<file path="config.mk">
export PLATFORM = sky130hd
export DESIGN_NAME = pic_host
export DESIGN_NICKNAME = d
export VERILOG_FILES = /design/src/pic_host_pkg.sv /design/src/pic_host.sv
export VERILOG_INCLUDE_DIRS = /design/src
export SDC_FILE = /design/constraint.sdc
export NUM_CORES = 1
export LEC_CHECK = 0
export BUFFER_PORTS_ARGS = -buffer_cell sky130_fd_sc_hd__clkbuf_2
export CAP_MARGIN = 20
export CORE_MARGIN = 3
export CORE_UTILIZATION = 40
export DETAILED_ROUTE_END_ITERATION = 16
export SLEW_MARGIN = 20
export SYNTH_ARGS = -nofsm -noshare
export SYNTH_HDL_FRONTEND = slang
export SYNTH_SLANG_ARGS = --single-unit
</file>
<file path="constraint.sdc">
create_clock -name clk -period 2.2 [get_ports clk]
set_input_delay 0.33 -clock clk [delete_from_list [all_inputs] [get_ports clk]]
set_output_delay 0.33 -clock clk [all_outputs]
set_load 0.05 [all_outputs]
</file>
<file path="src/pic_host_regs.svh">
/*
  offsets, field positions, reset values and timing counts for the
  controller that drives an eight-level priority interrupt controller.
  assumes: included by bare name, after the package, by the host module.
*/
`ifndef PIC_HOST_REGS_SVH
`define PIC_HOST_REGS_SVH

`define REG_WR_LOW 4'h0
`define REG_WR_HIGH 4'h1
`define REG_RD_CMD 4'h2
`define REG_ACK_CMD 4'h3
`define REG_CFG 4'h4
`define REG_STATUS 4'h5
`define REG_RDATA 4'h6
`define REG_VEC0 4'h7
`define REG_VEC1 4'h8
`define REG_VEC2 4'h9

`define CFG_CALL_MODE 0
`define CFG_MASTER 1
`define CFG_RESET 2'h2

`define STAT_BUSY 0
`define STAT_INT 1
`define STAT_RD_VALID 2
`define STAT_VEC_VALID 3

`define ACK_PULSES_CALL 2'h3
`define ACK_PULSES_VECTOR 2'h2

`define CLK_PERIOD_NS 5
`define STROBE_NS 50
`define RECOVER_NS 20
`define STROBE_CYC ((`STROBE_NS + `CLK_PERIOD_NS - 1) / `CLK_PERIOD_NS)
`define RECOVER_CYC ((`RECOVER_NS + `CLK_PERIOD_NS - 1) / `CLK_PERIOD_NS)

`endif

</file>
<file path="src/pic_host_pkg.sv">
/*
  types for the interrupt controller host: sequencer states and pin operations.
  assumes: compiled before the host module.
*/
package pic_host_pkg;

  typedef enum logic [1:0] {
    ST_IDLE,
    ST_SETUP,
    ST_STROBE,
    ST_RECOVER
  } seq_state_e;

  typedef enum logic [1:0] {
    OP_WRITE,
    OP_READ,
    OP_ACK
  } pin_op_e;

endpackage : pic_host_pkg

</file>
<file path="src/pic_host.sv">
/*
  host-side controller for an eight-level priority interrupt controller:
  turns register writes into pin-level write, read and acknowledge cycles.
  assumes: pins of the device arrive asynchronously; software port is
  synchronous to clk and never issues a strobe while busy is set.
*/
// The implementer's own choices: the address map and strobed register access.
`include "pic_host_regs.svh"
module pic_host
  import pic_host_pkg::*;
#(
  parameter int STROBE_CYC = `STROBE_CYC,
  parameter int RECOVER_CYC = `RECOVER_CYC
) (
  input wire logic clk,
  input wire logic rst_b,
  input wire logic ce,
  input wire logic [3:0] addr,
  input wire logic [7:0] wdata,
  input wire logic wr,
  input wire logic rd,
  output logic [7:0] rdata,
  output logic chip_select_n,
  output logic write_strobe_n,
  output logic read_strobe_n,
  output logic ack_vector_strobe_n,
  output logic reg_select_bit,
  output logic [7:0] host_wdata,
  output logic master_slave_select,
  output logic irq_seen,
  input wire logic [7:0] dev_rdata,
  input wire logic rdata_valid,
  input wire logic dev_int
);

  function automatic logic [7:0] cyc8(input int n);
    cyc8 = (n < 1) ? 8'h01 : 8'(n);
  endfunction : cyc8

  function automatic logic [7:0] status_byte(input logic bsy, input logic irq, input logic rdv, input logic vcv);
    status_byte = {4'h0, vcv, rdv, irq, bsy};
  endfunction : status_byte

  seq_state_e state_r, state_nxt;
  pin_op_e op_r, op_nxt;
  logic [7:0] cnt_r;
  logic [1:0] pulses_r;
  logic [1:0] pulse_idx_r;
  logic [1:0] cfg_r;
  logic [7:0] rd_byte_r;
  logic rd_valid_r;
  logic vec_valid_r;
  logic [7:0] vec_r [3];
  logic [7:0] do_m_r, do_s_r;
  logic de_m_r, de_s_r;
  logic int_m_r, int_s_r;
  logic start;
  logic last_strobe;
  logic last_pulse;
  logic cnt_done;

  assign start = wr && state_r == ST_IDLE && addr <= `REG_ACK_CMD;
  assign cnt_done = cnt_r == 8'h01;
  assign last_strobe = state_r == ST_STROBE && cnt_done;
  assign last_pulse = pulse_idx_r == pulses_r - 2'h1;

  // pins are foreign to clk: two stages before any use
  always_ff @(posedge clk or negedge rst_b) begin
    if (!rst_b) begin
      do_m_r <= 8'h00;
      do_s_r <= 8'h00;
    end else if (ce) begin
      do_m_r <= dev_rdata;
      do_s_r <= do_m_r;
    end
  end

  // bus bits may skew in stage one; the long strobe lets them settle
  always_ff @(posedge clk or negedge rst_b) begin
    if (!rst_b) begin
      de_m_r <= 1'b0;
      de_s_r <= 1'b0;
    end else if (ce) begin
      de_m_r <= rdata_valid;
      de_s_r <= de_m_r;
    end
  end

  always_ff @(posedge clk or negedge rst_b) begin
    if (!rst_b) begin
      int_m_r <= 1'b0;
      int_s_r <= 1'b0;
    end else if (ce) begin
      int_m_r <= dev_int;
      int_s_r <= int_m_r;
    end
  end

  always_comb begin
    op_nxt = op_r;
    if (start) begin
      unique case (addr)
        `REG_RD_CMD: op_nxt = OP_READ;
        `REG_ACK_CMD: op_nxt = OP_ACK;
        default: op_nxt = OP_WRITE;
      endcase
    end
  end

  always_comb begin
    state_nxt = state_r;
    unique case (state_r)
      ST_IDLE: if (start) state_nxt = ST_SETUP;
      ST_SETUP: state_nxt = ST_STROBE;
      ST_STROBE: if (cnt_done) state_nxt = ST_RECOVER;
      ST_RECOVER: begin
        if (cnt_done) begin
          state_nxt = (op_r == OP_ACK && !last_pulse) ? ST_STROBE : ST_IDLE;
        end
      end
    endcase
  end

  always_ff @(posedge clk or negedge rst_b) begin
    if (!rst_b) begin
      state_r <= ST_IDLE;
      op_r <= OP_WRITE;
    end else if (ce) begin
      state_r <= state_nxt;
      op_r <= op_nxt;
    end
  end

  // reload on every entry, so back-to-back ack pulses each get full width
  always_ff @(posedge clk or negedge rst_b) begin
    if (!rst_b) begin
      cnt_r <= 8'h00;
    end else if (ce) begin
      if (state_nxt == ST_STROBE && state_r != ST_STROBE) begin
        cnt_r <= cyc8(STROBE_CYC);
      end else if (state_nxt == ST_RECOVER && state_r != ST_RECOVER) begin
        cnt_r <= cyc8(RECOVER_CYC);
      end else if (cnt_r != 8'h00) begin
        cnt_r <= cnt_r - 8'h01;
      end
    end
  end

  // pin drive, registered off the next state so strobes align with state
  always_ff @(posedge clk or negedge rst_b) begin
    if (!rst_b) begin
      chip_select_n <= 1'b1;
      write_strobe_n <= 1'b1;
      read_strobe_n <= 1'b1;
      ack_vector_strobe_n <= 1'b1;
    end else if (ce) begin
      // acknowledge runs with chip select high: the device ignores it there
      chip_select_n <= !(state_nxt != ST_IDLE && op_nxt != OP_ACK);
      write_strobe_n <= !(state_nxt == ST_STROBE && op_nxt == OP_WRITE);
      read_strobe_n <= !(state_nxt == ST_STROBE && op_nxt == OP_READ);
      ack_vector_strobe_n <= !(state_nxt == ST_STROBE && op_nxt == OP_ACK);
    end
  end

  always_ff @(posedge clk or negedge rst_b) begin
    if (!rst_b) begin
      reg_select_bit <= 1'b0;
    end else if (ce && start) begin
      unique case (addr)
        `REG_WR_LOW: reg_select_bit <= 1'b0;
        `REG_WR_HIGH: reg_select_bit <= 1'b1;
        `REG_RD_CMD: reg_select_bit <= wdata[0];
        default: reg_select_bit <= 1'b0;
      endcase
    end
  end

  always_ff @(posedge clk or negedge rst_b) begin
    if (!rst_b) begin
      host_wdata <= 8'h00;
    end else if (ce && start && addr <= `REG_WR_HIGH) begin
      // command words are passed verbatim: mode changes need no re-init
      host_wdata <= wdata;
    end
  end

  always_ff @(posedge clk or negedge rst_b) begin
    if (!rst_b) begin
      cfg_r <= `CFG_RESET;
    end else if (ce && wr && addr == `REG_CFG) begin
      cfg_r <= wdata[1:0];
    end
  end

  // registered copy, so the pin never glitches while software writes
  always_ff @(posedge clk or negedge rst_b) begin
    if (!rst_b) begin
      master_slave_select <= 1'b1;
    end else if (ce) begin
      master_slave_select <= cfg_r[`CFG_MASTER];
    end
  end

  always_ff @(posedge clk or negedge rst_b) begin
    if (!rst_b) begin
      pulses_r <= `ACK_PULSES_VECTOR;
    end else if (ce && start) begin
      pulses_r <= cfg_r[`CFG_CALL_MODE] ? `ACK_PULSES_CALL : `ACK_PULSES_VECTOR;
    end
  end

  always_ff @(posedge clk or negedge rst_b) begin
    if (!rst_b) begin
      pulse_idx_r <= 2'h0;
    end else if (ce) begin
      if (start) begin
        pulse_idx_r <= 2'h0;
      end else if (state_r == ST_RECOVER && cnt_done) begin
        pulse_idx_r <= pulse_idx_r + 2'h1;
      end
    end
  end

  // sample at the strobe's last cycle; only bytes the device marks valid count
  always_ff @(posedge clk or negedge rst_b) begin
    if (!rst_b) begin
      rd_byte_r <= 8'h00;
      rd_valid_r <= 1'b0;
    end else if (ce) begin
      if (start && op_nxt == OP_READ) rd_valid_r <= 1'b0;
      if (last_strobe && op_r == OP_READ) begin
        rd_byte_r <= do_s_r;
        rd_valid_r <= de_s_r;
      end
    end
  end

  always_ff @(posedge clk or negedge rst_b) begin
    if (!rst_b) begin
      vec_valid_r <= 1'b0;
      vec_r[0] <= 8'h00;
      vec_r[1] <= 8'h00;
      vec_r[2] <= 8'h00;
    end else if (ce) begin
      if (start && op_nxt == OP_ACK) vec_valid_r <= 1'b0;
      if (last_strobe && op_r == OP_ACK) begin
        vec_r[pulse_idx_r] <= do_s_r;
        if (last_pulse) vec_valid_r <= de_s_r;
      end
    end
  end

  always_ff @(posedge clk or negedge rst_b) begin
    if (!rst_b) begin
      irq_seen <= 1'b0;
    end else if (ce) begin
      irq_seen <= int_s_r;
    end
  end

  always_ff @(posedge clk or negedge rst_b) begin
    if (!rst_b) begin
      rdata <= 8'h00;
    end else if (ce) begin
      rdata <= 8'h00;
      if (rd) begin
        unique case (addr)
          `REG_CFG: rdata <= {6'h00, cfg_r};
          `REG_STATUS: rdata <= status_byte(state_r != ST_IDLE, int_s_r, rd_valid_r, vec_valid_r);
          `REG_RDATA: rdata <= rd_byte_r;
          `REG_VEC0: rdata <= vec_r[0];
          `REG_VEC1: rdata <= vec_r[1];
          `REG_VEC2: rdata <= vec_r[2];
          default: rdata <= 8'h00;
        endcase
      end
    end
  end

endmodule : pic_host

</file>
Word-level counts from Yosys, hierarchy flattened:

Index checks and enable logic that the tools add are counted.

* bits in registers: 95
* bits in latches: 0
* RAM bits: 0
* memory bits (read-only): 0
* output and inout bits: 23
* word-level logic and storage cells: 120
* memories: 0

* add/subtract/negate cells: 3
* multipliers: 0
* divide/modulo/power cells: 0
* $lt $le $gt $ge: 4
* equal/unequal tests: 23
* shift operators: 0
* multiplexer cells: 24
* bitwise gates (word level): 1
* reductions and logical operators: 38

Operators by type and width (count)
* $pmux W8 S6: 1
* $mux W8: 5
* $bwmux W24: 1
* $logic_and A1 B1 Y1: 20
* $demux W8 S2: 1
* $eq A4 B3 Y1 const B: 4
* $mux W2: 7
* $eq A2 B2 Y1 const B: 6
* $reduce_and A2 Y1: 5
* $eq A4 B2 Y1 const B: 2
* $eq A4 B4 Y1 const B: 2
* $eq A8 B1 Y1 const B: 1
* $pmux W2 S4: 1
* $reduce_bool A2 Y1: 4
* $reduce_bool A8 Y1: 1
* $sub A8 B1 Y8 const B: 1
* $eq A2 B1 Y1 const B: 3
* $mux W1: 6
* $ne A2 B2 Y1 const B: 3
* $logic_not A1 Y1: 5
* $eq A4 B1 Y1 const B: 1
* $le A4 B1 Y1 const B: 1
* $le A4 B2 Y1 const B: 1
* $logic_not A2 Y1: 2
* other kinds (9): 9

Depth between registers and ports, before layout:

* depth after elaboration: 11
* gate-level depth with buffers: 7
* gate-level depth less buffers: 7

Least setup slack after synthesis:

No wires, ideal clock.

* kind: reg-to-reg
* from: register cnt_r[2]
* to: register vec_r[10] (netlist name)
* arrival time: 1.844 ns
* required time: 2.075 ns
* slack: 0.231 ns
* cell stages (with the launch flop): 7
* clock period less this slack: 1.969 ns
* cells stage by stage: dfrtp_1 > buf_6 > or4_4 > nor3_4 > and4_4 > nand2_4 > mux2_4

* longest elaborated chain between the ends: 4

Ends and longest elaborated chain
* start, declared: line pic_host.sv:46 `logic [7:0] cnt_r;`
* start signal, assigned: line pic_host.sv:140 `cnt_r <= cyc8(STROBE_CYC);`
* start signal, assigned: line pic_host.sv:142 `cnt_r <= cyc8(RECOVER_CYC);`
* start signal, assigned: line pic_host.sv:144 `cnt_r <= cnt_r - 8'h01;`
* $eq A8 B1 Y1: line pic_host.sv:63 `assign cnt_done = cnt_r == 8'h01;`
* $logic_and A1 B1 Y1: line pic_host.sv:64 `assign last_strobe = state_r == ST_STROBE && cnt_done;`
* $logic_and A1 B1 Y1: line pic_host.sv:246 `if (last_strobe && op_r == OP_ACK) begin`
* $reduce_and A2 Y1 (no source line)
* end signal, assigned by index: line pic_host.sv:247 `vec_r[pulse_idx_r] <= do_s_r;`
* end, declared: line pic_host.sv:53 `logic [7:0] vec_r [3];`

Every way passes these cells.
A chain may end at the register's enable or synchronous reset.

Worst setup path after layout:

* from: register cnt_r[3]
* to: register pulse_idx_r[1]

* longest elaborated chain between the ends: 4

Ends and longest elaborated chain
* $eq A8 B1 Y1: line pic_host.sv:63
* $logic_and A1 B1 Y1: line pic_host.sv:218 `end else if (state_r == ST_RECOVER && cnt_done) begin`
* $reduce_bool A2 Y1 (no source line)
* $reduce_and A2 Y1 (no source line)
* end signal, assigned: line pic_host.sv:219 `pulse_idx_r <= pulse_idx_r + 2'h1;`
* end, declared: line pic_host.sv:48 `logic [1:0] pulse_idx_r;`

Every way passes these cells.

==> flow_metrics.env <==
export IMPL_status="complete, no violations"
export IMPL_tns_ns=0
export IMPL_ys_seq_area_frac=0.536
export IMPL_grtUsageMet3=0.0355
export IMPL_synth_avg_cell_area_um2=12.1
export IMPL_h_tree_depth=3
export IMPL_cp_end_kind="register"
export IMPL_met2_usage=0.261
export IMPL_die_x_um=111
export IMPL_relSlewSlack=0.655
export IMPL_grt_pass1_vias=3115
export IMPL_ant_nets=0
export IMPL_drive_gt1_frac=0.378
export IMPL_antenna_found_initial=0
export IMPL_hold_depth=2
export IMPL_path_buf_inv=0
export IMPL_path_class="reg2reg"
export IMPL_fin_skew_ns=0.00895
export IMPL_cap_violations=0
export IMPL_setup_viol=0
export IMPL_synthFlopType="dfrtp_1"
export IMPL_cts_clk_slew_worst_paths_ns=0.09
export IMPL_area_growth_pct=16.7
export IMPL_wl_per_cell_um=16.5
export IMPL_max_stage_delay_ns=0.58
export IMPL_worst_pin_slew_ns=0.517
export IMPL_grt_max_degree=67
export IMPL_min_path_type="in2reg"
export IMPL_wl_um=9370
export IMPL_io_pins=50
export IMPL_startpoint_type="register"
export IMPL_grt_busiest_layer="met2"
export IMPL_arrival_ns=2.32
export IMPL_drt_iter0_drc=158
export IMPL_drv_slew=0
export IMPL_dr_pass1_iters=6
export IMPL_via_per_inst=5.47
export IMPL_crit_slowest_cell="or4_4"
export IMPL_fill_cells=943
export IMPL_p_per_area_mw_per_mm2=986
export IMPL_clockBufferDepth=2
export IMPL_antennaDiodeCount=0
export IMPL_hold_viol=0
export IMPL_fin_crit_sh=0.937
export IMPL_crit_required_ns=2.46
export IMPL_timing_fmax_mhz=485
export IMPL_via_count=3103
export IMPL_cts_buffers=9
export IMPL_syn_instance_count=364
export IMPL_irDropWorstVdd_uv=595
export IMPL_synth_cell_types=50
export IMPL_path_depth=4
export IMPL_overflow=0
export IMPL_async_flop_share=1.00
export IMPL_syn_area_mm2=0.00440
export IMPL_cts_setup_buffers=0
export IMPL_finalNetCount=459
export IMPL_start_util=0.419
export IMPL_period_needed_ns=2.06
export IMPL_critPathMaxFanout=6
export IMPL_dieArea_mm2=0.0123
export IMPL_num_rows=37
export IMPL_clock_latency_ns=0.37
export IMPL_ys_ff_latch=94
export IMPL_leakagePower_uw=0.00242
export IMPL_crit_chain="or4_4 > nor4_2 > o21ai_0 > a32o_1"
export IMPL_place_congestion=0.839
export IMPL_total_power_uw=5070
export IMPL_synth_edff_count=0
export IMPL_rr_worst_depth=4
export IMPL_mappedNetlistNets=397
export IMPL_core_mm2=0.0105
export IMPL_grt_util_met1=0.213
export IMPL_die_h_um=111
export IMPL_root_buffer="clkbuf_8"
export IMPL_hpwlAfterDp_um=6560
export IMPL_io_buffer_count=49
export IMPL_cts_num_sinks=94
export IMPL_grt_pass1_wl_um=16000
export IMPL_yosysWarnings=0
export IMPL_rsz0062_at_grt="no"
export IMPL_critPathTopFamily="simple AND/OR/NAND/NOR gates"
export IMPL_cts_tree="built"
export IMPL_drc_errors=0
export IMPL_track_usage=0.162
-- cell families (layout without fill, tap and decap cells) --
family                   Yosys count  in the layout  synth area share
AO/OA/AOI/OAI                     78             78             0.122
multiplexers                      69             69             0.183
XOR/XNOR                           4              4           0.00796
adder cells (fa/ha/maj)            6              6            0.0170
flip-flops                        94             94             0.536
AND/OR/NAND/NOR                   90             90             0.113
buffers and inverters             23             90            0.0213
-- per-layer routing --
| metal | vias to the layer above | wire, um |
|---|---|---|
| met5 | - | 0 |
| met4 | 0 | 210 |
| met3 | 20 | 359 |
| met2 | 66 | 4500 |
| met1 | 1553 | 4300 |
| li1 | 1464 | - |
-- Yosys cell counts (all sizes together), types with 2 or more instances --
master | n | area [um^2]
dfrtp | 88 | 2200
mux2 | 69 | 807
nand2 | 26 | 105
nor2 | 18 | 72.6
o21ai | 18 | 90.1
clkbuf | 12 | 45.0
a21oi | 9 | 45.0
a22oi | 9 | 67.6
inv | 8 | 30.0
nand3 | 8 | 40.0
nor2b | 8 | 50.1
a21o | 7 | 52.6
nor4 | 7 | 65.1
a211oi | 6 | 45.0
dfstp | 6 | 158
ha | 6 | 75.1
a221oi | 5 | 43.8
a31oi | 5 | 31.3
nor3 | 5 | 36.3
nand2b | 4 | 25.0
o31ai | 4 | 30.0
and3 | 3 | 18.8
buf | 3 | 18.8
nand4 | 3 | 18.8
xnor2 | 3 | 26.3
a22o | 2 | 17.5
a32o | 2 | 20.0
and2 | 2 | 12.5
o211ai | 2 | 15.0
o2bb2ai | 2 | 17.5
or3 | 2 | 12.5
or4 | 2 | 18.8
-- per-stage QoR --
| stage | std cells | cell area (um^2) | hold slack, ns | worst slack (ns) | util |
|---|---|---|---|---|---|
| finish | 567 | 5140 | 0.192 | 0.138 | 0.489 |
| global route | 567 | 5140 | 0.169 | 0.0113 | 0.489 |
| CTS | 567 | 5140 | 0.172 | 0.134 | 0.489 |
| detailed placement | 550 | 4890 | 0.282 | 0.169 | 0.465 |
| global placement | 550 | 4890 | 0.283 | 0.204 | 0.465 |
| floorplan | 364 | 4400 | 0.0344 | 0.231 | - |
-- state kept, by name, summed over array words and instances (netlist names), 2 cells and up --
| name | cells |
|---|---|
| vec_r | 24 |
| cnt_r | 8 |
| op_r | 2 |
| rdata | 8 |
| pulse_idx_r | 2 |
| do_s_r | 8 |
| do_m_r | 8 |
| state_r | 2 |
| cfg_r | 2 |
| rd_byte_r | 8 |
| host_wdata | 8 |
-- cell type report --
| class | instances | area [um^2] | area share |
|---|---|---|---|
| tap | 136 | 170 | 0.0331 |
| inverter | 8 | 30.0 | 0.00585 |
| sequential | 94 | 2360 | 0.459 |
| clock inverter | 5 | 106 | 0.0207 |
| multi-input combinational | 247 | 1950 | 0.379 |
| timing repair buffer | 66 | 390 | 0.0760 |
| clock buffer | 11 | 131 | 0.0256 |
-- repair_timing --
action / in CTS / in global routing
endpoints found under the setup margin: 0 / 1
hold buffers: 1 / 0
resized for setup: 0 / 1
endpoints found under the hold margin: 22 / 0
-- layout by cell type (no fill, tap or decap), types with 3 or more instances in the layout --
cell,Yosys,routed
nand3_1,8,8
clkbuf_2,0,48
a31oi_1,5,5
o21ai_0,18,17
nor4_1,5,5
and3_1,3,3
dfrtp_1,88,88
xnor2_1,3,3
mux2_2,61,61
dfstp_2,6,6
nand2_1,25,25
ha_1,6,6
nor2_1,16,16
o31ai_1,4,4
a21o_1,7,7
a21oi_1,9,9
a211oi_1,6,6
mux2_4,8,8
clkbuf_8,0,9
nor2b_1,8,8
bufinv_16,0,3
a22oi_1,9,9
inv_1,8,8
nand4_1,3,3
nand2b_1,4,4
a221oi_1,5,5
buf_4,0,16
nor3_1,4,4
-- final timing paths --
path                          startpoint        endpoint  slack (ns)
max                             cnt_r[3]  pulse_idx_r[1]        0.14
min                         dev_rdata[3]       do_m_r[3]        0.19
max reg2reg                     cnt_r[3]  pulse_idx_r[1]        0.14
min reg2reg                chip_select_n   chip_select_n        0.47
max in group asynchronous          rst_b    rd_byte_r[6]        1.10
min in group asynchronous          rst_b        cnt_r[1]        0.42
-- report_power, final --
| part | switching (uW) | internal [uW] | total [uW] |
|---|---|---|---|
| registers | 253 | 2030 | 2280 |
| logic | 901 | 520 | 1420 |
| clock network | 602 | 762 | 1360 |
(Power assumes the default switching activity.)
